File: src/include/aclink_pkg.sv
// Constants and types of the serial codec link controller
// Contract
// - Audio and modem functions accept only full-on and hot-off power states.
// - In the off state the interrupt never asserts; wake goes to the wake request.
// - Power state written from hot-off to full-on resets that function.
// - Wake status sets only on a resume event or modem input change with its wake enable set.
// - Modem input change causes a wake event only while modem is off.
// - Input-line resume sets its interrupt status only while its function is on.
// - Resume detection is edge based, so a held level raises nothing later.
// - A status bit drives the shared interrupt only when its enable is set.
// - Each frame carries twelve outgoing and twelve incoming slots, three codecs.
// - Outputs change on rising bit-clock edges; inputs sample on falling edges.
// - Five clocks without bit-clock transition set global status bit 28.
// - While clock is missing codec accesses complete at once reading all ones.
// - Frame sync divides the bit clock, high for 16 bit clocks each frame.
// - Shutdown turns off all link output drivers.
// - Three input lines carry traffic alike; interrupt status per line, one shared wake status.
// - Slot 0 first bit goes out one rising edge after sync rises.
// - Slots go out MSB first, unused bits and invalid slots as zeros.
// - Slot 0 is a 16-bit tag; untagged slots are all zeros.
// - Tag bit 15 marks the frame valid when any slot is valid.
// - After a control slot 12 write that slot stays valid every frame until a modem reset.
// - Tag bits 14:3 mark slots 1 to 12; bits 1:0 carry codec id.
// - Codec requests output slots with active-low bits in input slot 1.
package aclink_pkg;
  localparam int FRAME_BITS = 256;
  localparam int TAG_BITS = 16;
  localparam int SLOT_BITS = 20;
  localparam int SYNC_BITS = 16;
  localparam int LINES = 3;
  localparam logic [2:0] MISSING_CLOCKS = 3'h4;
  localparam logic [7:0] LAST_POS = 8'hFF;
  localparam logic [7:0] SLOT1_END = 8'h23;
  localparam logic [7:0] SLOT2_END = 8'h37;
  localparam int REQ_SLOT3_BIT = 11;
  localparam int REQ_SLOT4_BIT = 10;
  localparam logic [7:0] CTRL_OFS = 8'h00;
  localparam logic [7:0] PM_OFS = 8'h04;
  localparam logic [7:0] INTSTS_OFS = 8'h08;
  localparam logic [7:0] INTEN_OFS = 8'h0C;
  localparam logic [7:0] GPIO_OFS = 8'h10;
  localparam logic [7:0] CODEC_OFS = 8'h14;
  localparam logic [7:0] PCML_OFS = 8'h18;
  localparam logic [7:0] PCMR_OFS = 8'h1C;
  localparam logic [7:0] GSTAT_OFS = 8'h30;
  localparam int GSTAT_MISSING_BIT = 28;
  localparam int PM_WAKE_STS_BIT = 16;
  localparam int PM_AWAKE_EN_BIT = 8;
  localparam int PM_MWAKE_EN_BIT = 9;
  localparam int CODEC_READ_BIT = 23;
  localparam logic [1:0] PS_ON = 2'h0;
  localparam logic [1:0] PS_OFF = 2'h3;
  localparam logic [3:0] MODEM_BITS = 4'hA;
  localparam logic [1:0] RESP_OKAY = 2'h0;
  localparam logic [1:0] RESP_SLVERR = 2'h2;
  localparam logic [31:0] ALL_ONES = 32'hFFFFFFFF;

  typedef struct packed {
    logic frameSync;
    logic frameSyncOe;
    logic serialDataOut;
    logic serialDataOutOe;
    logic linkReset_n;
    logic linkResetOe;
  } linkOut_type;
endpackage

File: src/verilog/audio_codec_link_controller.sv
// Serial codec link controller with power and wake logic
//
// Design decisions made here: the address map and the AXI4-Lite interface to the registers.
`timescale 1ns/1ps
`default_nettype none
module audio_codec_link_controller
  import aclink_pkg::*;
(
  // Clock and reset
  input wire logic clock,
  input wire logic nrst,
  // AXI4-Lite slave
  input wire logic [7:0] awaddr,
  input wire logic awvalid,
  output logic awready,
  input wire logic [31:0] wdata,
  input wire logic [3:0] wstrb,
  input wire logic wvalid,
  output logic wready,
  output logic [1:0] bresp,
  output logic bvalid,
  input wire logic bready,
  input wire logic [7:0] araddr,
  input wire logic arvalid,
  output logic arready,
  output logic [31:0] rdata,
  output logic [1:0] rresp,
  output logic rvalid,
  input wire logic rready,
  // Link pins
  input wire logic serialBitClock,
  input wire logic [LINES-1:0] serialDataIn,
  output linkOut_type linkOut,
  // System signals
  output logic sharedIrqLineB_n,
  output logic powerWakeRequest_n
);

  typedef struct packed {
    logic [2:0] bclkSync;
    logic bclkLvl;
    logic [LINES-1:0][2:0] sdinSync;
    logic [LINES-1:0] sdinLvl;
    logic [2:0] idleCnt;
    logic missing;
    logic [7:0] bitCnt;
    logic sync;
    logic sdout;
    logic [FRAME_BITS-1:0] frame;
    logic [SLOT_BITS-1:0] inShift;
    logic [1:0] slot_request_bits;
    logic [15:0] gpioIn;
    logic [15:0] codecData;
    logic awHeld;
    logic [7:0] awAddr;
    logic wHeld;
    logic [31:0] wData;
    logic [3:0] wStrb;
    logic bvalid;
    logic [1:0] bresp;
    logic rvalid;
    logic [31:0] rdata;
    logic [1:0] rresp;
    logic linkRelease;
    logic shutdown;
    logic [1:0] codecId;
    logic [1:0] audioPs;
    logic [1:0] modemPs;
    logic audioWakeEn;
    logic modemWakeEn;
    logic wakeSts;
    logic [3:0] intSts;
    logic [3:0] intEn;
    logic slot12Valid;
    logic [15:0] gpioOut;
    logic cmdPending;
    logic [23:0] cmdWord;
    logic [19:0] sampleLeft;
    logic [19:0] sampleRight;
    logic samplePending;
  } state_type;

  state_type st_r;
  state_type st_nxt;

  function automatic logic [31:0] merge(input logic [31:0] old, input logic [31:0] val, input logic [3:0] strb);
    logic [31:0] m;
    m = {{8{strb[3]}}, {8{strb[2]}}, {8{strb[1]}}, {8{strb[0]}}};
    return (old & ~m) | (val & m);
  endfunction

  ////////////////////////////////////////////////////////////////////////////
  // Combinational next state
  logic bRise;
  logic bFall;
  logic [LINES-1:0] resumeEv;
  logic gpioChange;
  logic linkDown;
  logic inBit;
  logic [7:0] inPos;
  logic [SLOT_BITS-1:0] inWord;
  logic sendCmd;
  logic sendSample;
  logic [TAG_BITS-1:0] tag;
  logic [3:0] setSts;
  logic wrDo;
  logic [31:0] wv;
  logic [31:0] wr;
  logic [31:0] pmOld;
  logic [1:0] newAps;
  logic [1:0] newMps;
  logic audioReset;
  logic modemReset;
  logic wakeSet;

  always_comb
  begin
    st_nxt = st_r;
    bRise = 1'b0;
    bFall = 1'b0;
    resumeEv = '0;
    gpioChange = 1'b0;
    inWord = '0;
    sendCmd = 1'b0;
    sendSample = 1'b0;
    tag = '0;
    wv = '0;
    wr = '0;
    pmOld = '0;
    newAps = st_r.audioPs;
    newMps = st_r.modemPs;
    audioReset = 1'b0;
    modemReset = 1'b0;
    linkDown = !st_r.linkRelease || st_r.shutdown;
    inBit = |st_r.sdinLvl;
    inPos = st_r.bitCnt - 8'h01;

    // Pin synchronisers, a change counts once stages two and three agree
    st_nxt.bclkSync = {st_r.bclkSync[1:0], serialBitClock};
    if (st_r.bclkSync[2] == st_r.bclkSync[1])
    begin
      st_nxt.bclkLvl = st_r.bclkSync[2];
      bRise = st_r.bclkSync[2] && !st_r.bclkLvl;
      bFall = !st_r.bclkSync[2] && st_r.bclkLvl;
    end
    for (int i = 0; i < LINES; i++)
    begin
      st_nxt.sdinSync[i] = {st_r.sdinSync[i][1:0], serialDataIn[i]};
      if (st_r.sdinSync[i][2] == st_r.sdinSync[i][1])
      begin
        st_nxt.sdinLvl[i] = st_r.sdinSync[i][2];
        resumeEv[i] = linkDown && st_r.sdinSync[i][2] && !st_r.sdinLvl[i];
      end
    end

    // Missing bit clock watchdog
    if (bRise || bFall)
    begin
      st_nxt.idleCnt = '0;
      st_nxt.missing = 1'b0;
    end
    else if (st_r.idleCnt != MISSING_CLOCKS)
      st_nxt.idleCnt = st_r.idleCnt + 3'h1;
    else
      st_nxt.missing = 1'b1;

    // Output frame, changed on rising edges
    sendCmd = st_r.cmdPending;
    sendSample = st_r.samplePending && (&st_r.slot_request_bits);
    tag[15 - 1] = sendCmd;
    tag[15 - 2] = sendCmd;
    tag[15 - 3] = sendSample;
    tag[15 - 4] = sendSample;
    tag[15 - 12] = st_r.slot12Valid;
    tag[1:0] = st_r.codecId;
    tag[15] = |tag[14:3];
    if (bRise && !linkDown)
    begin
      st_nxt.bitCnt = st_r.bitCnt + 8'h01;
      st_nxt.sync = (st_nxt.bitCnt < 8'(SYNC_BITS));
      st_nxt.sdout = st_r.frame[FRAME_BITS-1];
      st_nxt.frame = {st_r.frame[FRAME_BITS-2:0], 1'b0};
      if (st_r.bitCnt == LAST_POS)
      begin
        st_nxt.frame = {tag,
          sendCmd ? {st_r.cmdWord[CODEC_READ_BIT], st_r.cmdWord[22:16], 12'h000} : 20'h00000,
          (sendCmd && !st_r.cmdWord[CODEC_READ_BIT]) ? {st_r.cmdWord[15:0], 4'h0} : 20'h00000,
          sendSample ? st_r.sampleLeft : 20'h00000,
          sendSample ? st_r.sampleRight : 20'h00000,
          140'h0,
          st_r.slot12Valid ? {st_r.gpioOut, 4'h0} : 20'h00000};
        st_nxt.cmdPending = 1'b0;
        if (sendSample)
          st_nxt.samplePending = 1'b0;
      end
    end
    else if (linkDown)
    begin
      st_nxt.bitCnt = LAST_POS;
      st_nxt.sync = 1'b0;
      st_nxt.sdout = 1'b0;
    end

    // Input frame, sampled on falling edges
    if (bFall && !linkDown)
    begin
      inWord = {st_r.inShift[SLOT_BITS-2:0], inBit};
      st_nxt.inShift = inWord;
      if (inPos == SLOT1_END)
        st_nxt.slot_request_bits = {~inWord[REQ_SLOT3_BIT], ~inWord[REQ_SLOT4_BIT]};
      if (inPos == SLOT2_END)
        st_nxt.codecData = inWord[19:4];
      if (inPos == LAST_POS)
      begin
        st_nxt.gpioIn = inWord[19:4];
        gpioChange = (inWord[19:4] != st_r.gpioIn);
      end
    end

    // Event status
    setSts[0] = resumeEv[0] && st_r.audioPs != PS_OFF;
    setSts[1] = resumeEv[1] && st_r.modemPs != PS_OFF;
    setSts[2] = resumeEv[2] && st_r.audioPs != PS_OFF;
    setSts[3] = gpioChange && st_r.modemPs != PS_OFF;
    wakeSet = ((resumeEv[0] || resumeEv[2]) && st_r.audioWakeEn) ||
              (resumeEv[1] && st_r.modemWakeEn) ||
              (gpioChange && st_r.modemPs == PS_OFF && st_r.modemWakeEn);

    // Write channel
    if (awvalid && awready)
    begin
      st_nxt.awHeld = 1'b1;
      st_nxt.awAddr = awaddr;
    end
    if (wvalid && wready)
    begin
      st_nxt.wHeld = 1'b1;
      st_nxt.wData = wdata;
      st_nxt.wStrb = wstrb;
    end
    wrDo = st_r.awHeld && st_r.wHeld && !st_r.bvalid;
    if (wrDo)
    begin
      st_nxt.awHeld = 1'b0;
      st_nxt.wHeld = 1'b0;
      st_nxt.bvalid = 1'b1;
      st_nxt.bresp = RESP_OKAY;
      wv = st_r.wData & merge('0, ALL_ONES, st_r.wStrb);
      case (st_r.awAddr)
        CTRL_OFS:
        begin
          wr = merge({26'h0, st_r.codecId, 2'h0, st_r.shutdown, st_r.linkRelease}, st_r.wData, st_r.wStrb);
          st_nxt.linkRelease = wr[0];
          st_nxt.shutdown = wr[1];
          st_nxt.codecId = wr[5:4];
        end
        PM_OFS:
        begin
          pmOld = {22'h0, st_r.modemWakeEn, st_r.audioWakeEn, 4'h0, st_r.modemPs, st_r.audioPs};
          wr = merge(pmOld, st_r.wData, st_r.wStrb);
          if (wr[1:0] == PS_ON || wr[1:0] == PS_OFF)
            newAps = wr[1:0];
          if (wr[3:2] == PS_ON || wr[3:2] == PS_OFF)
            newMps = wr[3:2];
          audioReset = st_r.audioPs == PS_OFF && newAps == PS_ON;
          modemReset = st_r.modemPs == PS_OFF && newMps == PS_ON;
          st_nxt.audioPs = newAps;
          st_nxt.modemPs = newMps;
          st_nxt.audioWakeEn = wr[PM_AWAKE_EN_BIT];
          st_nxt.modemWakeEn = wr[PM_MWAKE_EN_BIT];
          if (wv[PM_WAKE_STS_BIT])
            st_nxt.wakeSts = 1'b0;
        end
        INTSTS_OFS:
          st_nxt.intSts = st_r.intSts & ~wv[3:0];
        INTEN_OFS:
        begin
          wr = merge({28'h0, st_r.intEn}, st_r.wData, st_r.wStrb);
          st_nxt.intEn = wr[3:0];
        end
        GPIO_OFS:
        begin
          wr = merge({16'h0, st_r.gpioOut}, st_r.wData, st_r.wStrb);
          st_nxt.gpioOut = wr[15:0];
          st_nxt.slot12Valid = 1'b1;
        end
        CODEC_OFS:
          if (!st_r.missing)
          begin
            wr = merge({8'h0, st_r.cmdWord}, st_r.wData, st_r.wStrb);
            st_nxt.cmdWord = wr[23:0];
            st_nxt.cmdPending = 1'b1;
          end
        PCML_OFS:
        begin
          wr = merge({12'h0, st_r.sampleLeft}, st_r.wData, st_r.wStrb);
          st_nxt.sampleLeft = wr[19:0];
        end
        PCMR_OFS:
        begin
          wr = merge({12'h0, st_r.sampleRight}, st_r.wData, st_r.wStrb);
          st_nxt.sampleRight = wr[19:0];
          st_nxt.samplePending = 1'b1;
        end
        GSTAT_OFS:
          st_nxt.bresp = RESP_OKAY;
        default:
          st_nxt.bresp = RESP_SLVERR;
      endcase
    end
    if (st_r.bvalid && bready)
      st_nxt.bvalid = 1'b0;

    // Sticky status, a set wins over a clear
    st_nxt.intSts = st_nxt.intSts | setSts;
    st_nxt.wakeSts = st_nxt.wakeSts || wakeSet;
    if (audioReset)
    begin
      st_nxt.intSts = st_nxt.intSts & MODEM_BITS;
      st_nxt.intEn = st_nxt.intEn & MODEM_BITS;
      st_nxt.samplePending = 1'b0;
    end
    if (modemReset)
    begin
      st_nxt.intSts = st_nxt.intSts & ~MODEM_BITS;
      st_nxt.intEn = st_nxt.intEn & ~MODEM_BITS;
      st_nxt.slot12Valid = 1'b0;
      st_nxt.gpioOut = '0;
    end

    // Read channel
    if (arvalid && arready)
    begin
      st_nxt.rvalid = 1'b1;
      st_nxt.rresp = RESP_OKAY;
      case (araddr)
        CTRL_OFS:
          st_nxt.rdata = {26'h0, st_r.codecId, 2'h0, st_r.shutdown, st_r.linkRelease};
        PM_OFS:
          st_nxt.rdata = {15'h0, st_r.wakeSts, 6'h0, st_r.modemWakeEn, st_r.audioWakeEn, 4'h0,
                          st_r.modemPs, st_r.audioPs};
        INTSTS_OFS:
          st_nxt.rdata = {28'h0, st_r.intSts};
        INTEN_OFS:
          st_nxt.rdata = {28'h0, st_r.intEn};
        GPIO_OFS:
          st_nxt.rdata = {st_r.gpioIn, st_r.gpioOut};
        CODEC_OFS:
          st_nxt.rdata = st_r.missing ? ALL_ONES : {st_r.cmdPending, 15'h0, st_r.codecData};
        PCML_OFS:
          st_nxt.rdata = {12'h0, st_r.sampleLeft};
        PCMR_OFS:
          st_nxt.rdata = {12'h0, st_r.sampleRight};
        GSTAT_OFS:
        begin
          st_nxt.rdata = {3'h0, st_r.missing, 22'h0, st_r.slot_request_bits, st_r.samplePending, st_r.sdinLvl};
          st_nxt.rdata[GSTAT_MISSING_BIT] = st_r.missing;
        end
        default:
        begin
          st_nxt.rdata = '0;
          st_nxt.rresp = RESP_SLVERR;
        end
      endcase
    end
    else if (st_r.rvalid && rready)
      st_nxt.rvalid = 1'b0;
  end

  ////////////////////////////////////////////////////////////////////////////
  // State register
  always_ff @(posedge clock or negedge nrst)
  begin
    if (!nrst)
    begin
      st_r <= '0;
      st_r.bitCnt <= LAST_POS;
    end
    else
      st_r <= st_nxt;
  end

  ////////////////////////////////////////////////////////////////////////////
  // Outputs
  assign awready = !st_r.awHeld && !st_r.bvalid;
  assign wready = !st_r.wHeld && !st_r.bvalid;
  assign bvalid = st_r.bvalid;
  assign bresp = st_r.bresp;
  assign arready = !st_r.rvalid;
  assign rvalid = st_r.rvalid;
  assign rdata = st_r.rdata;
  assign rresp = st_r.rresp;

  assign linkOut.frameSync = st_r.sync;
  assign linkOut.serialDataOut = st_r.sdout;
  assign linkOut.linkReset_n = st_r.linkRelease;
  assign linkOut.frameSyncOe = !st_r.shutdown;
  assign linkOut.serialDataOutOe = !st_r.shutdown;
  assign linkOut.linkResetOe = !st_r.shutdown;

  assign sharedIrqLineB_n = !(|(st_r.intSts & st_r.intEn &
    ~((st_r.audioPs == PS_OFF) ? ~MODEM_BITS : 4'h0) &
    ~((st_r.modemPs == PS_OFF) ? MODEM_BITS : 4'h0)));
  assign powerWakeRequest_n = !st_r.wakeSts;

endmodule
`default_nettype wire

File: config.mk
export PLATFORM = sky130hd
export DESIGN_NAME = audio_codec_link_controller
export DESIGN_NICKNAME = d
export VERILOG_FILES = /design/src/include/aclink_pkg.sv /design/src/verilog/audio_codec_link_controller.sv
export SDC_FILE = /design/constraint.sdc
export NUM_CORES = 1
export LEC_CHECK = 0
export BUFFER_PORTS_ARGS = -buffer_cell sky130_fd_sc_hd__buf_4
export CORE_MARGIN = 3
export CORE_UTILIZATION = 50
export DETAILED_ROUTE_END_ITERATION = 8
export PLACE_DENSITY = 0.69
export SKIP_LAST_GASP = 1
export SYNTH_ARGS = -nofsm -noshare
export SYNTH_HDL_FRONTEND = slang
export SYNTH_SLANG_ARGS = --single-unit
File: constraint.sdc
create_clock -name clock -period 4.65 [get_ports clock]
set_input_delay 0 -clock clock [delete_from_list [all_inputs] [get_ports clock]]
set_output_delay 0 -clock clock [all_outputs]
set_load 0.05 [all_outputs]
==> metrics.csv, run 1 <==
stage,metric,value,unit
run_status,outcome,finished clean,
clock_tree,clk_pin_slew,60,ps
sta,worst_slack,1580,ps
setup_path,cp_cell_sequence,nor2_1 -> a21oi_1 -> a21oi_1 -> or4_1 -> dlygate4sd3_1 -> a32oi_1 -> dlygate4sd3_1,
synth,ys_warn_count,0,
global_routing,grt_pass1_vias,14500,
sta,post-route-period-util,65.9,%
synth,synthesis.area,21400,um^2
die,fp.dieW,213,um
detailed_routing,drt-wirelength-per-cell,20.2,um
clock_tree,clock_path_buffers,3,
synth,ys_types,80,
cells_and_area,area_growth,14.4,%
detailed_routing,drt-initial-drc-count,1499,
sta,tns,0,ps
clock_tree,cts_tree,built,
detailed_routing,viasPerCell,5.97,
synth,synth_fa_ha_area_share,0.480,%
cells_and_area,nNetsFinal,1918,
setup_path,path_max_fanout,20,
hold_path,hold_path_class,in -> async,
synth,synth_top_family_by_area,compound AO/OA/AOI/OAI gates,
synth,synth_area_leaders,"dfrtp_1 59%, a22o_1 6.8%, mux2_2 6.6%",
detailed_routing,wl,49100,um
setup_path,max_stage_delay,860,ps
cells_and_area,finish.utilization,58.0,%
sta,tightestPinTransition,1140,ps
setup_path,cp-start-kind,flip-flop,
power_and_ir_drop,p_leak,11.4,nW
cells_and_area,drive_gt1_share,21.0,%
setup_path,cp.arrival,3610,ps
power_and_ir_drop,internal_power,7.81,mW
synth,synth_edf_count,0,
power_and_ir_drop,power,11.0,mW
cells_and_area,seq_area,12800,um^2
die,io_pins,112,
placed_design,place_area,22200,um^2
global_routing,antenna_found_initial,0,
clock_tree,cts_max_level,2,
placed_design,preCtsSetupSlack,1830,ps
clock_tree,cts.sinks,510,
sta,relSlewSlack,24.0,%
sta,rsz0062_at_grt,no,
sta,setup_viol,0,
clock_tree,cts-root-buf,clkbuf_16,
setup_path,end_kind,flip-flop,
sta,min_period,3070,ps
setup_path,crit_slowest_cell,dfrtp_1,
synth,muxShareOfSynthArea,8.48,%
cells_and_area,finalInstanceArea,24500,um^2
global_routing,grt_pass1_wl,80000,um
sta,skew,38.1,ps
setup_path,crit_required,5200,ps
sta,fmax,326,MHz
power_and_ir_drop,ir_drop,395,uV
detailed_routing,route.met2.wl,23400,um
job,cap_violations,0,
detailed_routing,drt-pass1-iter-count,7,
die,rows,75,
power_and_ir_drop,sw_frac_of_total,28.8,%
cells_and_area,diodes,0,
die,die_h,213,um
die,die_area,45300,um^2
synth,yosysTopAreaCell,dfrtp_1,
die,coreArea,42100,um^2
synth,synth-simple-area-share,10.1,%
power_and_ir_drop,power_frac_seq,50.8,%
global_routing,grt_max_degree,178,
global_routing,grtUsageTotal,22.2,%
synth,synthArstFlopShare,100,%
setup_path,crit_type,reg -> reg,
synth,synth_compound_area_share,15.7,%
detailed_routing,num_vias,14500,
detailed_routing,detail-route-antenna-nets,0,
power_and_ir_drop,p_sw,3.17,mW
placed_design,dp.final_hpwl,31500,um
placed_design,io_buffers,100,
synth,netlist.area_leader.share,58.7,%
cells_and_area,multiInputGateArea,7670,um^2
detailed_routing,drc,0,
sta,drv_slew,0,
setup_path,crit_family,buffers and inverters,
clock_tree,ctsResizeCount,0,
cells_and_area,num-fill-cells,3400,
placed_design,gp_congestion,0.873,
detailed_routing,routed-wl-met3,2710,um
clock_tree,cts_made_buffers,52,
setup_path,cp_num_buf_inv,2,
power_and_ir_drop,power_density,449,nW/um^2
sta,hold_viol,0,
global_routing,globalRoute.totalOverflow,0,
detailed_routing,wl_met1,21000,um
synth,syn_avg_cell_area,12.0,um^2
synth,syn-instance-count,1785,
power_and_ir_drop,clockPowerShare,36.7,%
synth,synth_xor_area_share,0.901,%
power_and_ir_drop,p_comb_share,12.5,%
die,start_util,50.8,%
synth,ys_ff_latch,510,
clock_tree,worstSkewPairLatency,610,ps
synth,synth_ff_type,dfrtp_1,
synth,ys_seq_area_share,59.7,%
detailed_routing,top_layer,met4,
per-layer routing:
layer,global-route usage [%],vias up
met5,0,-
met4,9.08,0
met3,3.51,115
met2,35.3,409
met1,30.7,7417
li1,-,6563
worst paths after layout:
check | from | endpoint | slack [ps] | cells after the start
hold / removal | nrst | st_r[379] | 20 | 2
setup / recovery | st_r[506] | rdata[3] | 1580 | 7
min in group clock | serialDataIn[1] | st_nxt[517] | 70 | 2
hold reg to reg | st_nxt[520] | st_nxt[521] | 350 | 0
setup reg to reg | st_r[506] | rdata[3] | 1580 | 7
max in group asynchronous | nrst | rvalid | 3240 | 3
worst reg2reg max path, cell delays in order, from the launching register on:
cell           delay, ps
dfrtp_1              860
nor2_1               190
a21oi_1              180
a21oi_1               50
or4_1                400
dlygate4sd3_1        580
a32oi_1              180
dlygate4sd3_1        580
per-stage QoR:
stage,hold WS [ps],instances
final,23.3,2429
after global routing,61.0,2429
after CTS,28.9,2429
after detailed placement,83.9,2279
after global placement,75.6,2279
after floorplan,-296,1786
power by group through the flow:
stage	clock network, mW	logic (mW)	registers (mW)
final	4.03	1.38	5.58
after CTS	4.13	1.38	5.58
after detailed placement	0	1.34	5.65
after global placement	0	1.30	5.63
after floorplan	0	1.05	5.27
after global routing	4.32	1.52	5.63
final cells by class:
| cell class | instances | area share, % |
|---|---|---|
| multi-input combinational | 1077 | 31.4 |
| timing repair buffer | 174 | 6.30 |
| sequential | 510 | 52.2 |
| clock buffer | 85 | 6.45 |
| inverter | 35 | 0.537 |
| clock inverter | 9 | 0.348 |
| tap | 539 | 2.76 |
logic make-up after synthesis:
kind of cell,Yosys count
compound gates,447
xor+xnor,22
fa+ha+maj,9
buf+inv,199
flops,510
mux,153
other cells,1
simple gates,444
placed cells by master (no fill, tap or decap), types with 35 or more instances in the layout:
cell,Yosys,final
a31oi_1,73,73
nor2_1,105,103
a22o_1,166,166
a21oi_1,36,36
nand2_1,169,168
mux2_2,125,125
o21ai_0,60,60
buf_4,48,110
dfrtp_1,502,502
inv_1,35,35
nand3_1,77,77
clkbuf_16,0,53
dlygate4sd3_1,0,56
cells in the mapped netlist (all sizes together), types with 6 or more instances:
library cell	n
o211ai	6
o21ai	63
nor3	11
nor2b	6
and3	8
mux2	150
nand2	175
dfstp	8
nor2	108
buf	81
a21o	10
a22oi	15
nand4	10
nor4	9
a22o	182
a221oi	11
clkbuf	83
o2bb2ai	8
a21oi	36
inv	35
xnor2	20
a31oi	73
dfrtp	502
nand3	77
a222oi	16
what timing repair did:
item / in CTS / in global routing
endpoints found under the hold margin: 162 / 0
buffers inserted: 0 / 0
hold buffers: 56 / 0
Note: power is estimated with default switching activity, not from simulation.
==> run 2: changes to the inputs <==
clock period = 3.1 ns   (was 4.65 ns; I/O delays follow)
==> run 2 against run 1 <==
  * Clock skew shrank 17 ps
  * Via count barely moved
  * Total power increased by 49%
  * Worst hold slack got worse by 15 ps
  * Non-clock buffer count is 16 higher
  * Clock-buffer cell count is 3 lower
  * Register-to-register slack got worse by 1200 ps
  * Setup slack lost 1400 ps
  * Sequential power rose by 50%
  * Sequential share of layout area is 0.19 points lower
  * Wire length increased by 0.22%
  * Utilization is 0.22 points higher
  * Highest routed layer unchanged
==> metrics.csv, run 2 (synthesis gave the netlist of run 1 again) <==
stage,metric,value,unit
run_status,outcome,finished clean,
power_and_ir_drop,p_sw,4.71,mW
clock_tree,cts_made_buffers,50,
global_routing,grt_pass1_vias,14700,
detailed_routing,wl,49200,um
setup_path,max_stage_delay,640,ps
clock_tree,cts-root-buf,clkbuf_16,
global_routing,use_met3,3.23,%
power_and_ir_drop,sw_frac_of_total,28.8,%
placed_design,gp_congestion,0.896,
setup_path,r2r.worst_path.cells,7,
detailed_routing,drt-initial-drc-count,1309,
die,rows,75,
job,cap_violations,0,
placed_design,place_area,22400,um^2
clock_tree,postCtsSetupRepairBufs,0,
setup_path,worstReg2RegEnd,rdata[3],
sta,post-route-period-util,92.8,%
power_and_ir_drop,power_density,666,nW/um^2
global_routing,grt_pass1_wl,79700,um
placed_design,io_buffers,100,
sta,drv_slew,0,
detailed_routing,detail-route-antenna-nets,0,
power_and_ir_drop,clockPowerShare,36.1,%
setup_path,r2r_slack,380,ps
power_and_ir_drop,p_leak,11.5,nW
die,start_util,50.8,%
detailed_routing,drt-wirelength-per-cell,20.1,um
setup_path,crit_slowest_cell,dlygate4sd3_1,
placed_design,preCtsSetupSlack,655,ps
global_routing,grtUsageTotal,22.1,%
die,io_pins,112,
setup_path,crit_family,buffers and inverters,
sta,skew,21.2,ps
setup_path,r2r-start,st_r[506],
global_routing,grt_max_degree,98,
clock_tree,clk_pin_slew,60,ps
global_routing,use_met1,30.4,%
hold_path,hold_path_class,in -> async,
power_and_ir_drop,ir_drop,454,uV
setup_path,cp.arrival,3420,ps
setup_path,cp_cell_sequence,dlygate4sd3_1 -> buf_4 -> nor4_1 -> dlygate4sd3_1 -> nand3_1 -> dlygate4sd3_1 -> a41oi_1 -> dlygate4sd3_1 -> a21o_1,
detailed_routing,num_vias,14500,
clock_tree,cts_tree,built,
cells_and_area,finalInstanceArea,24500,um^2
sta,setup_viol,0,
cells_and_area,nNetsFinal,1932,
global_routing,globalRoute.totalOverflow,0,
power_and_ir_drop,power_frac_seq,51.1,%
cells_and_area,final_common_cell,dfrtp_1,
die,die_h,213,um
detailed_routing,viasPerCell,5.94,
die,fp.dieW,213,um
power_and_ir_drop,power,16.4,mW
sta,hold_viol,0,
cells_and_area,final_cell_mix,"501 x dfrtp_1, 168 x nand2_1, 166 x a22o_1",
sta,tightestPinTransition,1240,ps
setup_path,crit_type,in -> reg,
placed_design,dp.final_hpwl,31900,um
cells_and_area,drive_gt1_share,21.8,%
sta,tns,0,ps
global_routing,antenna_found_initial,0,
die,die_area,45300,um^2
global_routing,grtUsageMet2,35.3,%
setup_path,cp-start-kind,primary input,
cells_and_area,area_growth,14.8,%
detailed_routing,drt-pass1-iter-count,6,
power_and_ir_drop,internal_power,11.6,mW
sta,worst_slack,223,ps
clock_tree,worstSkewPairLatency,590,ps
sta,min_period,2880,ps
setup_path,crit_required,3640,ps
setup_path,startpoint,araddr[5],
detailed_routing,drc,0,
die,coreArea,42100,um^2
clock_tree,cts_max_level,2,
sta,rsz0062_at_grt,no,
clock_tree,clock_path_buffers,3,
cells_and_area,diodes,0,
clock_tree,cts.sinks,510,
sta,relSlewSlack,17.4,%
setup_path,cpMostUsedCell,dlygate4sd3_1,
sta,fmax,348,MHz
setup_path,cp_num_buf_inv,5,
setup_path,end_kind,flip-flop,
setup_path,path_max_fanout,10,
cells_and_area,num-fill-cells,3427,
power_and_ir_drop,p_comb_share,12.8,%
global_routing,top_usage_layer,met2,
## run 2: worst max-delay path by stage
stage          depth (start not counted)  slack, ps         to
6_report                               9        220   rdata[0]
2_1_floorplan                          4        770  st_r[177]
5_1_grt                                9         30   rdata[0]
3_5_place_dp                           5        660  flip-flop
3_3_place_gp                           5        680  flip-flop
4_1_cts                                7        140   rdata[3]
## run 2: what timing repair did
item / CTS / global route
hold endpoints to repair: 146 / 0
endpoints found under the setup margin: 0 / 1
hold buffers: 54 / 0
resized for setup: 0 / 1
## run 2: layout make-up
class	count	area, um^2	area share [%]
Clock buffer	82	1530	6.24
Tap cell	539	674	2.75
Timing Repair Buffer	190	1680	6.85
Sequential cell	510	12800	52.0
Multi-Input combinational cell	1077	7670	31.3
Clock inverter	10	80.1	0.326
Inverter	35	131	0.535
## run 2: power by group through the flow
stage                     Sequential [mW]  Combinational, mW  Clock (mW)
after detailed placement             8.46               2.04           0
after global routing                 8.43               2.30        6.35
after CTS                            8.35               2.10        6.05
after global placement               8.44               1.98           0
final                                8.36               2.09        5.91
after floorplan                      7.90               1.58           0
## run 2: per-layer routing
metal,vias up,wire length (um)
li1,6598,-
met1,7377,21400
met2,423,23300
met3,110,2370
met4,0,2110
met5,-,0
## run 2: stage by stage
stage	util [%]	instances	hold slack, ps
floorplan	-	1786	-296
global placement	53.1	2297	90.0
detailed placement	53.1	2297	94.7
CTS	58.3	2443	25.3
global route	58.3	2443	39.4
finish	58.3	2443	8.22
==> run 3: changes to the inputs <==
CTS_BUF_LIST = sky130_fd_sc_hd__clkbuf_8 sky130_fd_sc_hd__clkbuf_16   (was not set)
==> run 3 against run 2 <==
  * Worst hold slack better by 2.3 ps
  * Combinational power hardly changed
  * Sequential power hardly changed
  * Clock power is 0.8% lower
  * Register-to-register slack hardly changed
  * Critical path depth stayed put
  * Setup slack worse by 9.5 ps
  * Clock-buffer cell count is 16 lower
  * Global-route usage stayed put
  * Flip-flop and latch count stayed put
  * Cell area stayed put
  * Critical endpoint unchanged
==> metrics.csv, run 3 (synthesis gave the netlist of run 1 again) <==
stage,metric,value,unit
run_status,outcome,finished clean,
setup_path,cp_cell_sequence,dlygate4sd3_1 -> buf_4 -> nor4_1 -> dlygate4sd3_1 -> nand3_1 -> dlygate4sd3_1 -> a41oi_1 -> dlygate4sd3_1 -> a21o_1,
setup_path,cp-start-kind,primary input,
global_routing,grt_pass1_vias,14700,
power_and_ir_drop,internal_power,11.6,mW
sta,setup_viol,0,
setup_path,crit_slowest_cell,dlygate4sd3_1,
global_routing,grt_pass1_wl,79700,um
cells_and_area,finalInstanceArea,24500,um^2
power_and_ir_drop,power_frac_seq,51.3,%
power_and_ir_drop,sw_frac_of_total,28.9,%
detailed_routing,drt-pass1-iter-count,6,
die,start_util,50.8,%
setup_path,crit_type,in -> reg,
power_and_ir_drop,p_leak,11.6,nW
hold_path,hold_path_class,in -> async,
clock_tree,cts_max_level,2,
power_and_ir_drop,p_sw,4.72,mW
setup_path,crit_family,buffers and inverters,
power_and_ir_drop,clockPowerShare,35.9,%
sta,post-route-period-util,93.1,%
sta,tightestPinTransition,1230,ps
clock_tree,cts_tree,built,
detailed_routing,drt-wirelength-per-cell,20.2,um
sta,min_period,2890,ps
placed_design,gp_congestion,0.896,
power_and_ir_drop,power_density,664,nW/um^2
global_routing,grt_max_degree,98,
placed_design,io_buffers,100,
sta,fmax,346,MHz
clock_tree,clk_pin_slew,60,ps
detailed_routing,detail-route-antenna-nets,0,
clock_tree,cts_made_buffers,50,
die,fp.dieW,213,um
job,cap_violations,0,
cells_and_area,diodes,0,
detailed_routing,wl,49400,um
detailed_routing,num_vias,14500,
sta,rsz0062_at_grt,no,
clock_tree,cts.sinks,510,
detailed_routing,drc,0,
detailed_routing,drt-initial-drc-count,1265,
placed_design,place_area,22400,um^2
setup_path,cp.arrival,3420,ps
cells_and_area,final_cell_mix,"501 x dfrtp_1, 168 x nand2_1, 166 x a22o_1",
global_routing,antenna_found_initial,0,
sta,relSlewSlack,18.1,%
die,die_h,213,um
detailed_routing,viasPerCell,5.92,
global_routing,grtUsageTotal,22.1,%
setup_path,cp_num_buf_inv,5,
sta,tns,0,ps
cells_and_area,drive_gt1_share,21.8,%
clock_tree,clock_path_buffers,3,
cells_and_area,nNetsFinal,1932,
setup_path,path_max_fanout,10,
setup_path,max_stage_delay,640,ps
cells_and_area,final_common_cell,dfrtp_1,
power_and_ir_drop,p_comb_share,12.8,%
die,io_pins,112,
sta,skew,21.1,ps
clock_tree,worstSkewPairLatency,590,ps
clock_tree,cts-root-buf,clkbuf_16,
global_routing,globalRoute.totalOverflow,0,
die,die_area,45300,um^2
setup_path,end_kind,flip-flop,
die,coreArea,42100,um^2
placed_design,dp.final_hpwl,31900,um
sta,hold_viol,0,
sta,holdWs,10.5,ps
die,rows,75,
cells_and_area,area_growth,14.8,%
clock_tree,postCtsSetupRepairBufs,0,
power_and_ir_drop,ir_drop,455,uV
setup_path,crit_required,3640,ps
setup_path,cpMostUsedCell,dlygate4sd3_1,
sta,drv_slew,0,
[run 3: cell types whose count changed in the layout (fill, tap and decap cells not counted), sizes merged]
| cell | previous run | this run |
|---|---|---|
| clkbuf | 82 | 66 |
| inv | 36 | 52 |
[run 3: per-stage QoR]
stage	power [mW]	utilization (%)	instances	worst slack [ps]
final	16.3	58.3	2443	213
after global routing	17.0	58.3	2443	26.3
after CTS	16.5	58.3	2443	142
after detailed placement	10.5	53.1	2297	655
after global placement	10.4	53.1	2297	680
after floorplan	9.48	-	1786	773
[run 3: path summary, 6_finish.rpt]
check                             from     endpoint  slack [ps]  cells past startpoint
max                          araddr[5]     rdata[0]         210                      9
min                               nrst    st_r[323]          10                      2
max reg2reg                  st_r[506]     rdata[3]         370                      7
min reg2reg                st_nxt[524]  st_nxt[525]         350                      0
max in group asynchronous         nrst    st_r[278]        1970                      4
min in group clock             arvalid       rvalid          30                      4
[run 3: layout make-up]
class	instances	area, um^2
tap	539	674
timing repair buffer	190	1680
fill	3427	17600
sequential	510	12800
inverter	35	131
multi-input combinational	1077	7670
clock buffer	66	1470
clock inverter	26	140
[run 3: routing by layer]
metal | vias to the layer above | part of all wire [%] | global-route usage (%)
li1 | 6590 | - | -
met1 | 7357 | 44 | 30.4
met2 | 391 | 47 | 35.3
met3 | 116 | 4.5 | 3.23
met4 | 0 | 4.4 | 9.96
met5 | - | 0 | 0
[run 3: worst reg2reg max path: cells and delay by family (launching register included)]
family	cells	cell delay (ps)
and+or+nand+nor	2	500
buffers and inverters	2	1150
DFF	1	640
AOI/OAI and AO/OA	3	390
[run 3: timing repair]
item / 4_1_cts / 5_1_grt
endpoints found under the setup margin: 0 / 1
endpoints found under the hold margin: 146 / 0
hold buffers: 54 / 0
gates resized for setup: 0 / 1
[run 3: power groups by stage]
stage / logic, mW / registers (mW) / clock network, mW
after global routing: 2.30 / 8.43 / 6.30
after global placement: 1.98 / 8.44 / 0
after CTS: 2.10 / 8.35 / 6.00
after detailed placement: 2.04 / 8.46 / 0
final: 2.09 / 8.36 / 5.86
after floorplan: 1.58 / 7.90 / 0
